### src/pkg/dcc_defines.vh
`ifndef DCC_DEFINES_VH
`define DCC_DEFINES_VH

// Byte addresses of the registers on the peripheral bus.
`define DCC_ADDR_CH5_CTRL     32'h40082414
`define DCC_ADDR_CH6_CTRL     32'h40082418
`define DCC_ADDR_CH7_CTRL     32'h4008241c
`define DCC_ADDR_CH0_CODE     32'h40086404
`define DCC_ADDR_CH1_CODE     32'h40086408
`define DCC_ADDR_CH2_CODE     32'h4008640c

// Control register layout.
`define DCC_CTRL_W            16
`define DCC_CTRL_RESET        16'h0100
`define DCC_CTRL_RANGE_LO     0
`define DCC_CTRL_RANGE_HI     1
`define DCC_CTRL_ENABLE_BIT   4
`define DCC_CTRL_PDOWN_BIT    8
`define DCC_CTRL_HEAVY_BIT    9
`define DCC_CTRL_DRIVE_BIT    10
`define DCC_CTRL5_WMASK       32'h000007ff
`define DCC_CTRL67_WMASK      32'h000001ff

// Range codes.
`define DCC_RANGE_INTERNAL    2'h0
`define DCC_RANGE_SUPPLY      2'h3

// Code register layout.
`define DCC_CODE_W            12
`define DCC_CODE_LO           16
`define DCC_CODE_HI           27
`define DCC_CODE_RESET        12'h000
`define DCC_CODE_WMASK        32'h0fff0000

// Bus constants.
`define DCC_DATA_W            32
`define DCC_ADDR_W            32
`define DCC_STRB_W            4
`define DCC_RESP_OKAY         2'h0
`define DCC_RESP_SLVERR       2'h2
`define DCC_ZERO32            32'h00000000

`endif

### src/verilog/dcc_channel_regs.v
//Contract
// RULE_01: Power-down bit 8 resets set, clearing powers up.
// RULE_02: Enable low disables channel, clears held code immediately.
// RULE_03: Software must set enable before expecting output.
// RULE_04: Range field 00 internal, 11 supply rails.
// RULE_05: Range field writes act at once, unstaged.
// RULE_06: Channel five drive bit 10, 300 ohm load.
// RULE_07: Channel five heavy-load bit 9, 10 nF load.
// RULE_08: Control registers 16 bits, reset 0x0100.
// RULE_09: Code registers hold 12-bit code in [27:16].
// RULE_10: Software writes zero to reserved bits, codes.
`timescale 1ns/1ps
`include "dcc_defines.vh"
`default_nettype none

module dcc_channel_regs
(
    // Clock and reset
    input  wire                      clk_sys,
    input  wire                      rst_n,
    // Enables of channels zero to two from their control registers
    input  wire                      ch0_enable,
    input  wire                      ch1_enable,
    input  wire                      ch2_enable,
    // AXI4-Lite write address channel
    input  wire [`DCC_ADDR_W-1:0]    s_axi_awaddr,
    input  wire [2:0]                s_axi_awprot,
    input  wire                      s_axi_awvalid,
    output wire                      s_axi_awready,
    // AXI4-Lite write data channel
    input  wire [`DCC_DATA_W-1:0]    s_axi_wdata,
    input  wire [`DCC_STRB_W-1:0]    s_axi_wstrb,
    input  wire                      s_axi_wvalid,
    output wire                      s_axi_wready,
    // AXI4-Lite write response channel
    output wire [1:0]                s_axi_bresp,
    output wire                      s_axi_bvalid,
    input  wire                      s_axi_bready,
    // AXI4-Lite read address channel
    input  wire [`DCC_ADDR_W-1:0]    s_axi_araddr,
    input  wire [2:0]                s_axi_arprot,
    input  wire                      s_axi_arvalid,
    output wire                      s_axi_arready,
    // AXI4-Lite read data channel
    output wire [`DCC_DATA_W-1:0]    s_axi_rdata,
    output wire [1:0]                s_axi_rresp,
    output wire                      s_axi_rvalid,
    input  wire                      s_axi_rready,
    // Channel five converter controls
    output wire                      ch5_power_down,
    output wire                      ch5_enable,
    output wire [1:0]                ch5_range_select,
    output wire                      ch5_strong_drive,
    output wire                      ch5_heavy_load,
    // Channel six converter controls
    output wire                      ch6_power_down,
    output wire                      ch6_enable,
    output wire [1:0]                ch6_range_select,
    // Channel seven converter controls
    output wire                      ch7_power_down,
    output wire                      ch7_enable,
    output wire [1:0]                ch7_range_select,
    // Output codes of channels zero to two
    output wire [`DCC_CODE_W-1:0]    ch0_output_code,
    output wire [`DCC_CODE_W-1:0]    ch1_output_code,
    output wire [`DCC_CODE_W-1:0]    ch2_output_code
);

    // Bus handshake state.
    reg                      awready_q;
    reg                      wready_q;
    reg                      aw_full_q;
    reg                      w_full_q;
    reg [`DCC_ADDR_W-1:0]    aw_addr_q;
    reg [`DCC_DATA_W-1:0]    w_data_q;
    reg [`DCC_STRB_W-1:0]    w_strb_q;
    reg                      bvalid_q;
    reg [1:0]                bresp_q;
    reg                      arready_q;
    reg                      rvalid_q;
    reg [1:0]                rresp_q;
    reg [`DCC_DATA_W-1:0]    rdata_q;

    // Register contents.
    reg [`DCC_CTRL_W-1:0]    ctrl5_q;
    reg [`DCC_CTRL_W-1:0]    ctrl6_q;
    reg [`DCC_CTRL_W-1:0]    ctrl7_q;
    reg [`DCC_CODE_W-1:0]    code0_q;
    reg [`DCC_CODE_W-1:0]    code1_q;
    reg [`DCC_CODE_W-1:0]    code2_q;

    // Write path combinational signals.
    wire                     aw_take;
    wire                     w_take;
    wire                     aw_full_d;
    wire                     w_full_d;
    wire [`DCC_ADDR_W-1:0]   wr_addr;
    wire [`DCC_DATA_W-1:0]   wr_data;
    wire [`DCC_STRB_W-1:0]   wr_strb;
    wire                     do_write;
    wire                     aw_full_next;
    wire                     w_full_next;
    wire                     wr_hit;
    wire [`DCC_DATA_W-1:0]   ctrl5_new;
    wire [`DCC_DATA_W-1:0]   ctrl6_new;
    wire [`DCC_DATA_W-1:0]   ctrl7_new;
    wire [`DCC_DATA_W-1:0]   code0_new;
    wire [`DCC_DATA_W-1:0]   code1_new;
    wire [`DCC_DATA_W-1:0]   code2_new;

    // Read path combinational signals.
    wire                     ar_take;
    wire                     rvalid_next;
    reg  [`DCC_DATA_W-1:0]   rd_mux;
    reg                      rd_hit;

    // Merges written bytes into a word, touching only writable bits.
    function [`DCC_DATA_W-1:0] merge_word;
        input [`DCC_DATA_W-1:0] old_word;
        input [`DCC_DATA_W-1:0] new_word;
        input [`DCC_STRB_W-1:0] strb;
        input [`DCC_DATA_W-1:0] wmask;
        reg   [`DCC_DATA_W-1:0] lanes;
        integer                 i;
        begin
            lanes = `DCC_ZERO32;
            for (i = 0; i < `DCC_STRB_W; i = i + 1)
            begin
                lanes[i*8 +: 8] = {8{strb[i]}};
            end
            merge_word = (old_word & ~(lanes & wmask)) | (new_word & lanes & wmask);
        end
    endfunction

    assign aw_take      = s_axi_awvalid & awready_q;
    assign w_take       = s_axi_wvalid & wready_q;
    assign aw_full_d    = aw_full_q | aw_take;
    assign w_full_d     = w_full_q | w_take;
    assign wr_addr      = aw_take ? s_axi_awaddr : aw_addr_q;
    assign wr_data      = w_take ? s_axi_wdata : w_data_q;
    assign wr_strb      = w_take ? s_axi_wstrb : w_strb_q;
    // A new response waits until the previous one has been taken.
    assign do_write     = aw_full_d & w_full_d & (~bvalid_q | s_axi_bready);
    assign aw_full_next = aw_full_d & ~do_write;
    assign w_full_next  = w_full_d & ~do_write;

    assign wr_hit = (wr_addr == `DCC_ADDR_CH5_CTRL) | (wr_addr == `DCC_ADDR_CH6_CTRL) |
                    (wr_addr == `DCC_ADDR_CH7_CTRL) | (wr_addr == `DCC_ADDR_CH0_CODE) |
                    (wr_addr == `DCC_ADDR_CH1_CODE) | (wr_addr == `DCC_ADDR_CH2_CODE);

    // Bits above the write masks stay zero; reserved control bits 2, 3 and 5 to 7 lie inside the masks and keep what is written.
    assign ctrl5_new = merge_word({16'h0000, ctrl5_q}, wr_data, wr_strb,
                                  `DCC_CTRL5_WMASK); // see RULE_06 see RULE_07
    assign ctrl6_new = merge_word({16'h0000, ctrl6_q}, wr_data, wr_strb, `DCC_CTRL67_WMASK);
    assign ctrl7_new = merge_word({16'h0000, ctrl7_q}, wr_data, wr_strb, `DCC_CTRL67_WMASK);
    assign code0_new = merge_word({4'h0, code0_q, 16'h0000}, wr_data, wr_strb,
                                  `DCC_CODE_WMASK); // see RULE_09
    assign code1_new = merge_word({4'h0, code1_q, 16'h0000}, wr_data, wr_strb,
                                  `DCC_CODE_WMASK);
    assign code2_new = merge_word({4'h0, code2_q, 16'h0000}, wr_data, wr_strb,
                                  `DCC_CODE_WMASK);

    assign ar_take     = s_axi_arvalid & arready_q;
    assign rvalid_next = ar_take | (rvalid_q & ~s_axi_rready);

    always @*
    begin
        rd_hit = 1'b1;
        case (s_axi_araddr)
            `DCC_ADDR_CH5_CTRL: rd_mux = {16'h0000, ctrl5_q};
            `DCC_ADDR_CH6_CTRL: rd_mux = {16'h0000, ctrl6_q};
            `DCC_ADDR_CH7_CTRL: rd_mux = {16'h0000, ctrl7_q};
            `DCC_ADDR_CH0_CODE: rd_mux = {4'h0, code0_q, 16'h0000}; // see RULE_09
            `DCC_ADDR_CH1_CODE: rd_mux = {4'h0, code1_q, 16'h0000};
            `DCC_ADDR_CH2_CODE: rd_mux = {4'h0, code2_q, 16'h0000};
            default:
            begin
                rd_mux = `DCC_ZERO32;
                rd_hit = 1'b0;
            end
        endcase
    end

    // Write channel handshakes; address and data are taken in either order.
    always @(posedge clk_sys or negedge rst_n)
    begin
        if (!rst_n)
        begin
            awready_q <= 1'b0;
            wready_q  <= 1'b0;
            aw_full_q <= 1'b0;
            w_full_q  <= 1'b0;
            aw_addr_q <= `DCC_ZERO32;
            w_data_q  <= `DCC_ZERO32;
            w_strb_q  <= {`DCC_STRB_W{1'b0}};
            bvalid_q  <= 1'b0;
            bresp_q   <= `DCC_RESP_OKAY;
        end
        else
        begin
            awready_q <= ~aw_full_next;
            wready_q  <= ~w_full_next;
            aw_full_q <= aw_full_next;
            w_full_q  <= w_full_next;
            if (aw_take)
            begin
                aw_addr_q <= s_axi_awaddr;
            end
            if (w_take)
            begin
                w_data_q <= s_axi_wdata;
                w_strb_q <= s_axi_wstrb;
            end
            if (do_write)
            begin
                bvalid_q <= 1'b1;
                bresp_q  <= wr_hit ? `DCC_RESP_OKAY : `DCC_RESP_SLVERR;
            end
            else if (s_axi_bready)
            begin
                bvalid_q <= 1'b0;
            end
        end
    end

    // Read channel: one outstanding read, answered the cycle after it is taken.
    always @(posedge clk_sys or negedge rst_n)
    begin
        if (!rst_n)
        begin
            arready_q <= 1'b0;
            rvalid_q  <= 1'b0;
            rresp_q   <= `DCC_RESP_OKAY;
            rdata_q   <= `DCC_ZERO32;
        end
        else
        begin
            arready_q <= ~rvalid_next;
            rvalid_q  <= rvalid_next;
            if (ar_take)
            begin
                rdata_q <= rd_mux;
                rresp_q <= rd_hit ? `DCC_RESP_OKAY : `DCC_RESP_SLVERR;
            end
        end
    end

    // Control registers drive the converters directly, so a range write lands
    // on the analogue side on the same edge that raises the write response.
    always @(posedge clk_sys or negedge rst_n)
    begin
        if (!rst_n)
        begin
            ctrl5_q <= `DCC_CTRL_RESET; // see RULE_01 see RULE_08
            ctrl6_q <= `DCC_CTRL_RESET; // see RULE_08
            ctrl7_q <= `DCC_CTRL_RESET; // see RULE_08
        end
        else if (do_write)
        begin
            if (wr_addr == `DCC_ADDR_CH5_CTRL)
            begin
                ctrl5_q <= ctrl5_new[`DCC_CTRL_W-1:0]; // see RULE_05
            end
            if (wr_addr == `DCC_ADDR_CH6_CTRL)
            begin
                ctrl6_q <= ctrl6_new[`DCC_CTRL_W-1:0]; // see RULE_05
            end
            if (wr_addr == `DCC_ADDR_CH7_CTRL)
            begin
                ctrl7_q <= ctrl7_new[`DCC_CTRL_W-1:0]; // see RULE_05
            end
        end
    end

    // A disabled channel holds its code at zero; the clear beats a write.
    always @(posedge clk_sys or negedge rst_n)
    begin
        if (!rst_n)
        begin
            code0_q <= `DCC_CODE_RESET;
            code1_q <= `DCC_CODE_RESET;
            code2_q <= `DCC_CODE_RESET;
        end
        else
        begin
            if (!ch0_enable)
            begin
                code0_q <= `DCC_CODE_RESET; // see RULE_02
            end
            else if (do_write && wr_addr == `DCC_ADDR_CH0_CODE)
            begin
                code0_q <= code0_new[`DCC_CODE_HI:`DCC_CODE_LO];
            end
            if (!ch1_enable)
            begin
                code1_q <= `DCC_CODE_RESET; // see RULE_02
            end
            else if (do_write && wr_addr == `DCC_ADDR_CH1_CODE)
            begin
                code1_q <= code1_new[`DCC_CODE_HI:`DCC_CODE_LO];
            end
            if (!ch2_enable)
            begin
                code2_q <= `DCC_CODE_RESET; // see RULE_02
            end
            else if (do_write && wr_addr == `DCC_ADDR_CH2_CODE)
            begin
                code2_q <= code2_new[`DCC_CODE_HI:`DCC_CODE_LO];
            end
        end
    end

    assign s_axi_awready = awready_q;
    assign s_axi_wready  = wready_q;
    assign s_axi_bvalid  = bvalid_q;
    assign s_axi_bresp   = bresp_q;
    assign s_axi_arready = arready_q;
    assign s_axi_rvalid  = rvalid_q;
    assign s_axi_rresp   = rresp_q;
    assign s_axi_rdata   = rdata_q;

    // Reserved range codes are passed through; the analogue side treats them as undefined.
    assign ch5_power_down   = ctrl5_q[`DCC_CTRL_PDOWN_BIT]; // see RULE_01
    assign ch5_enable       = ctrl5_q[`DCC_CTRL_ENABLE_BIT]; // see RULE_02
    assign ch5_range_select = ctrl5_q[`DCC_CTRL_RANGE_HI:`DCC_CTRL_RANGE_LO]; // see RULE_04
    assign ch5_strong_drive = ctrl5_q[`DCC_CTRL_DRIVE_BIT]; // see RULE_06
    assign ch5_heavy_load   = ctrl5_q[`DCC_CTRL_HEAVY_BIT]; // see RULE_07
    assign ch6_power_down   = ctrl6_q[`DCC_CTRL_PDOWN_BIT]; // see RULE_01
    assign ch6_enable       = ctrl6_q[`DCC_CTRL_ENABLE_BIT]; // see RULE_02
    assign ch6_range_select = ctrl6_q[`DCC_CTRL_RANGE_HI:`DCC_CTRL_RANGE_LO]; // see RULE_04
    assign ch7_power_down   = ctrl7_q[`DCC_CTRL_PDOWN_BIT]; // see RULE_01
    assign ch7_enable       = ctrl7_q[`DCC_CTRL_ENABLE_BIT]; // see RULE_02
    assign ch7_range_select = ctrl7_q[`DCC_CTRL_RANGE_HI:`DCC_CTRL_RANGE_LO]; // see RULE_04
    assign ch0_output_code  = code0_q;
    assign ch1_output_code  = code1_q;
    assign ch2_output_code  = code2_q;

endmodule

`default_nettype wire

### config.mk
export PLATFORM = sky130hd
export DESIGN_NAME = dcc_channel_regs
export DESIGN_NICKNAME = d
export VERILOG_FILES = /design/src/verilog/dcc_channel_regs.v
export VERILOG_INCLUDE_DIRS = /design/src /design/src/pkg
export SDC_FILE = /design/constraint.sdc
export NUM_CORES = 1
export LEC_CHECK = 0
export ABC_CLOCK_PERIOD_IN_PS = 2210
export BUFFER_PORTS_ARGS = -buffer_cell sky130_fd_sc_hd__buf_2
export CAP_MARGIN = 20
export CORE_ASPECT_RATIO = 0.75
export CORE_MARGIN = 8
export CORE_UTILIZATION = 52
export DETAILED_ROUTE_END_ITERATION = 6
export GPL_TIMING_DRIVEN = 0
export PLACE_DENSITY = 0.78
export SYNTH_ARGS = -nofsm -noshare
export SYNTH_HDL_FRONTEND = slang
export SYNTH_SLANG_ARGS = --single-unit
### constraint.sdc
create_clock -name clk_sys -period 2.21 [get_ports clk_sys]
set_clock_uncertainty 0.05 [all_clocks]
set_input_delay 0.442 -clock clk_sys [delete_from_list [all_inputs] [get_ports clk_sys]]
set_output_delay 0.442 -clock clk_sys [all_outputs]
set_load 0.1 [all_outputs]
==> flow_summary.toml <==
[place]
place_area_um2 = 8410
gp_congestion = 0.840
numPortBuffers = 178
place_inst = 1040
dp_hpwl_um = 14500

[synth]
muxShareOfSynthArea = 0.142
synth_top_family_by_area = "simple AND/OR/NAND/NOR gates"
yosys-top-cells-count = "156 x nand2_1, 153 x dfrtp_1, 72 x mux2_2, 25 x nor4_1, 24 x o21ai_0"
synth-xor-area-share = 0.00243
syn_avg_cell_area_um2 = 10.7
ys_ff_latch = 156
netlist_area_um2 = 7200
yosys.area_share.simple = 0.169
yosysMostFrequentCell = "nand2_1"
yosysTopAreaCellShare = 0.531
synth_adder_area_share = 0
synth_compound_area_frac = 0.0922
ys_warn_count = 0
ys_types = 54
synthFlopType = "dfrtp_1"
synthTopCellsByArea = "dfrtp_1 53%, mux2_2 11%, nand2_1 8.1%"
post-synth-top-area-cell = "dfrtp_1"
netlist_instances = 676
synth_edf_count = 0
async_flop_share = 1.00
yosysSeqAreaShare = 0.542

[cts]
insertion_delay_ns = 0.42
htreeDepth = 4
clkTransAtPathRegs_ns = 0.07
numCtsBuffers = 17
tritoncts = "yes"
clock_sinks = 156
root_buffer = "clkbuf_16"
cts_buffer_depth = 2

[grt]
overflow = 0
grt_start_max_net_pins = 82
antenna_found_initial = 2
grt_pass1_vias = 6277
track_usage = 0.225
grt_pass1_wl_um = 32800

[timing]
setup_viol = 1
rsz0062_at_grt = "true"
timing.final.crit_share = 1.00
post-route-min-period_ns = 2.22
worstMarginPinSlew_ns = 0.836
fmax_mhz = 451
slew_headroom = 0.443
drv_slew = 0
hold_violations = 10
fin_tns_setup_ns = -0.00661
holdWs_ns = -0.0302
layout_setup_ws_ns = -0.00661

[drt]
wirelength_um = 20900
vias_per_cell = 5.63
drc = 0
drt_iter0_markers = 411
dr.pass1.iters = 5
wire_per_inst_um = 19.2
ant_nets = 0
vias = 6119

[floorplanning]
ios = 207
start_util = 0.529
core_um2 = 13600
dieHeight_um = 118
placementRows = 37
die_x_um = 152
dieArea_um2 = 17900

[power]
combPwrFrac = 0.282
p_per_area_nw_per_um2 = 1000
netSwitchingPower_uw = 3400
vdd_ir_drop_max_v = 0.000776
p_int_uw = 6190
p_sw_frac = 0.354
power_leakage_uw = 0.00481
p_clk_frac = 0.323
power_uw = 9590
pwr-share-seq = 0.395

[cells_and_area]
utilization = 0.704
finalInstanceArea_um2 = 9580
fillerInstances = 1000
finalNetCount = 1014
instances_no_fill = 1087
syn2layout_area_growth_pct = 33.0
drive_above_1_share = 0.415

[hold_path]
min_path_type = "input pin to async pin"

[run_status]
status = "finished with violations"
violations = "hold timing, setup timing"

[setup_path]
cp.required_ns = 2.45
crit_family = "simple AND/OR/NAND/NOR gates"
crit_slowest_cell = "dfrtp_4"
crit_type = "register to register"
endpoint_kind = "register"
worstPathMaxFanout = 10
crit_arrival_ns = 2.45
cpPeakStageDelay_ns = 0.51
path_buf_inv = 3
path_cells = "buf_4, nand2_4, nand4_1, o22a_1, buf_6, buf_8, nor4_1, nor3_1"
cp-start-kind = "register"

[flow_run]
maxCapViolations = 0
[final timing paths]
check                                 startpoint                 end  slack [ns]  depth (start not counted)
worst max-delay path               s_axi_awready  ch0_output_code[1]      -0.007                          8
worst min-delay path                       rst_n       aw_addr_q[19]       -0.03                          1
worst max register to register     s_axi_awready  ch0_output_code[1]      -0.007                          8
worst min register to register   s_axi_rdata[25]     s_axi_rdata[25]        0.42                          2
max in group asynchronous                  rst_n       s_axi_arready        1.25                          2
min in group clk_sys            s_axi_awaddr[19]       aw_addr_q[19]        0.18                          3
[stage by stage]
| stage | hold WS (ns) | setup WS (ns) |
|---|---|---|
| floorplan | 0.0964 | -0.0413 |
| global placement | 0.402 | -2.22 |
| detailed placement | 0.408 | -0.470 |
| CTS | 0.0167 | -0.0157 |
| global route | 0.0303 | -0.122 |
| finish | -0.0302 | -0.00661 |
[kinds of logic after synthesis]
family	Yosys count
simple gates	252
buf+inv	73
compound gates	99
other cells	1
mux	93
xor+xnor	2
flops	156
[metal layers]
| metal | vias up | GRT usage | part of all wire |
|---|---|---|---|
| met1 | 3008 | 0.295 | 0.43 |
| met2 | 245 | 0.352 | 0.48 |
| met4 | 2 | 0.0870 | 0.022 |
| li1 | 2824 | - | - |
| met3 | 40 | 0.0577 | 0.068 |
| met5 | - | 0 | 0.00057 |
[what timing repair did]
action | CTS | global route
hold buffers | 0 | 0
endpoints found under the hold margin | 0 | 0
pin swaps | 6 | 12
resized for setup | 29 | 61
endpoints found under the setup margin | 85 | 81
setup buffers | 11 | 5
[layout make-up]
type,instances,area [µm²],area share
Antenna cell,1,2.50,0.000261
Tap cell,175,219,0.0228
Clock inverter,15,201,0.0210
Sequential cell,156,3920,0.409
Clock buffer,17,425,0.0444
Inverter,19,71.3,0.00744
Buffer,52,348,0.0363
Multi-Input combinational cell,457,3330,0.347
Timing Repair Buffer,195,1070,0.112
[power by group through the flow]
stage | logic, µW | clock network [µW] | registers [µW]
final | 2700 | 3100 | 3790
after global routing | 2940 | 3240 | 3850
after CTS | 2480 | 3130 | 3750
after detailed placement | 2300 | 0 | 3790
after global placement | 2250 | 0 | 3770
after floorplan | 1460 | 0 | 3960
[cells in the final DEF (no fill, tap or decap), types with 11 or more instances in the layout]
| cell | netlist | final |
|---|---|---|
| a31oi_1 | 13 | 12 |
| buf_4 | 17 | 33 |
| o21ai_0 | 24 | 24 |
| mux2i_1 | 20 | 19 |
| mux2_2 | 72 | 71 |
| conb_1 | 1 | 11 |
| clkbuf_1 | 23 | 19 |
| dfrtp_1 | 153 | 149 |
| nor4_1 | 25 | 15 |
| nand2_1 | 156 | 153 |
| a22oi_1 | 21 | 21 |
| inv_1 | 19 | 19 |
| nor3_1 | 13 | 11 |
| buf_2 | 9 | 177 |
| clkbuf_16 | 0 | 17 |
No activity file was read; power rests on OpenSTA's default activity.
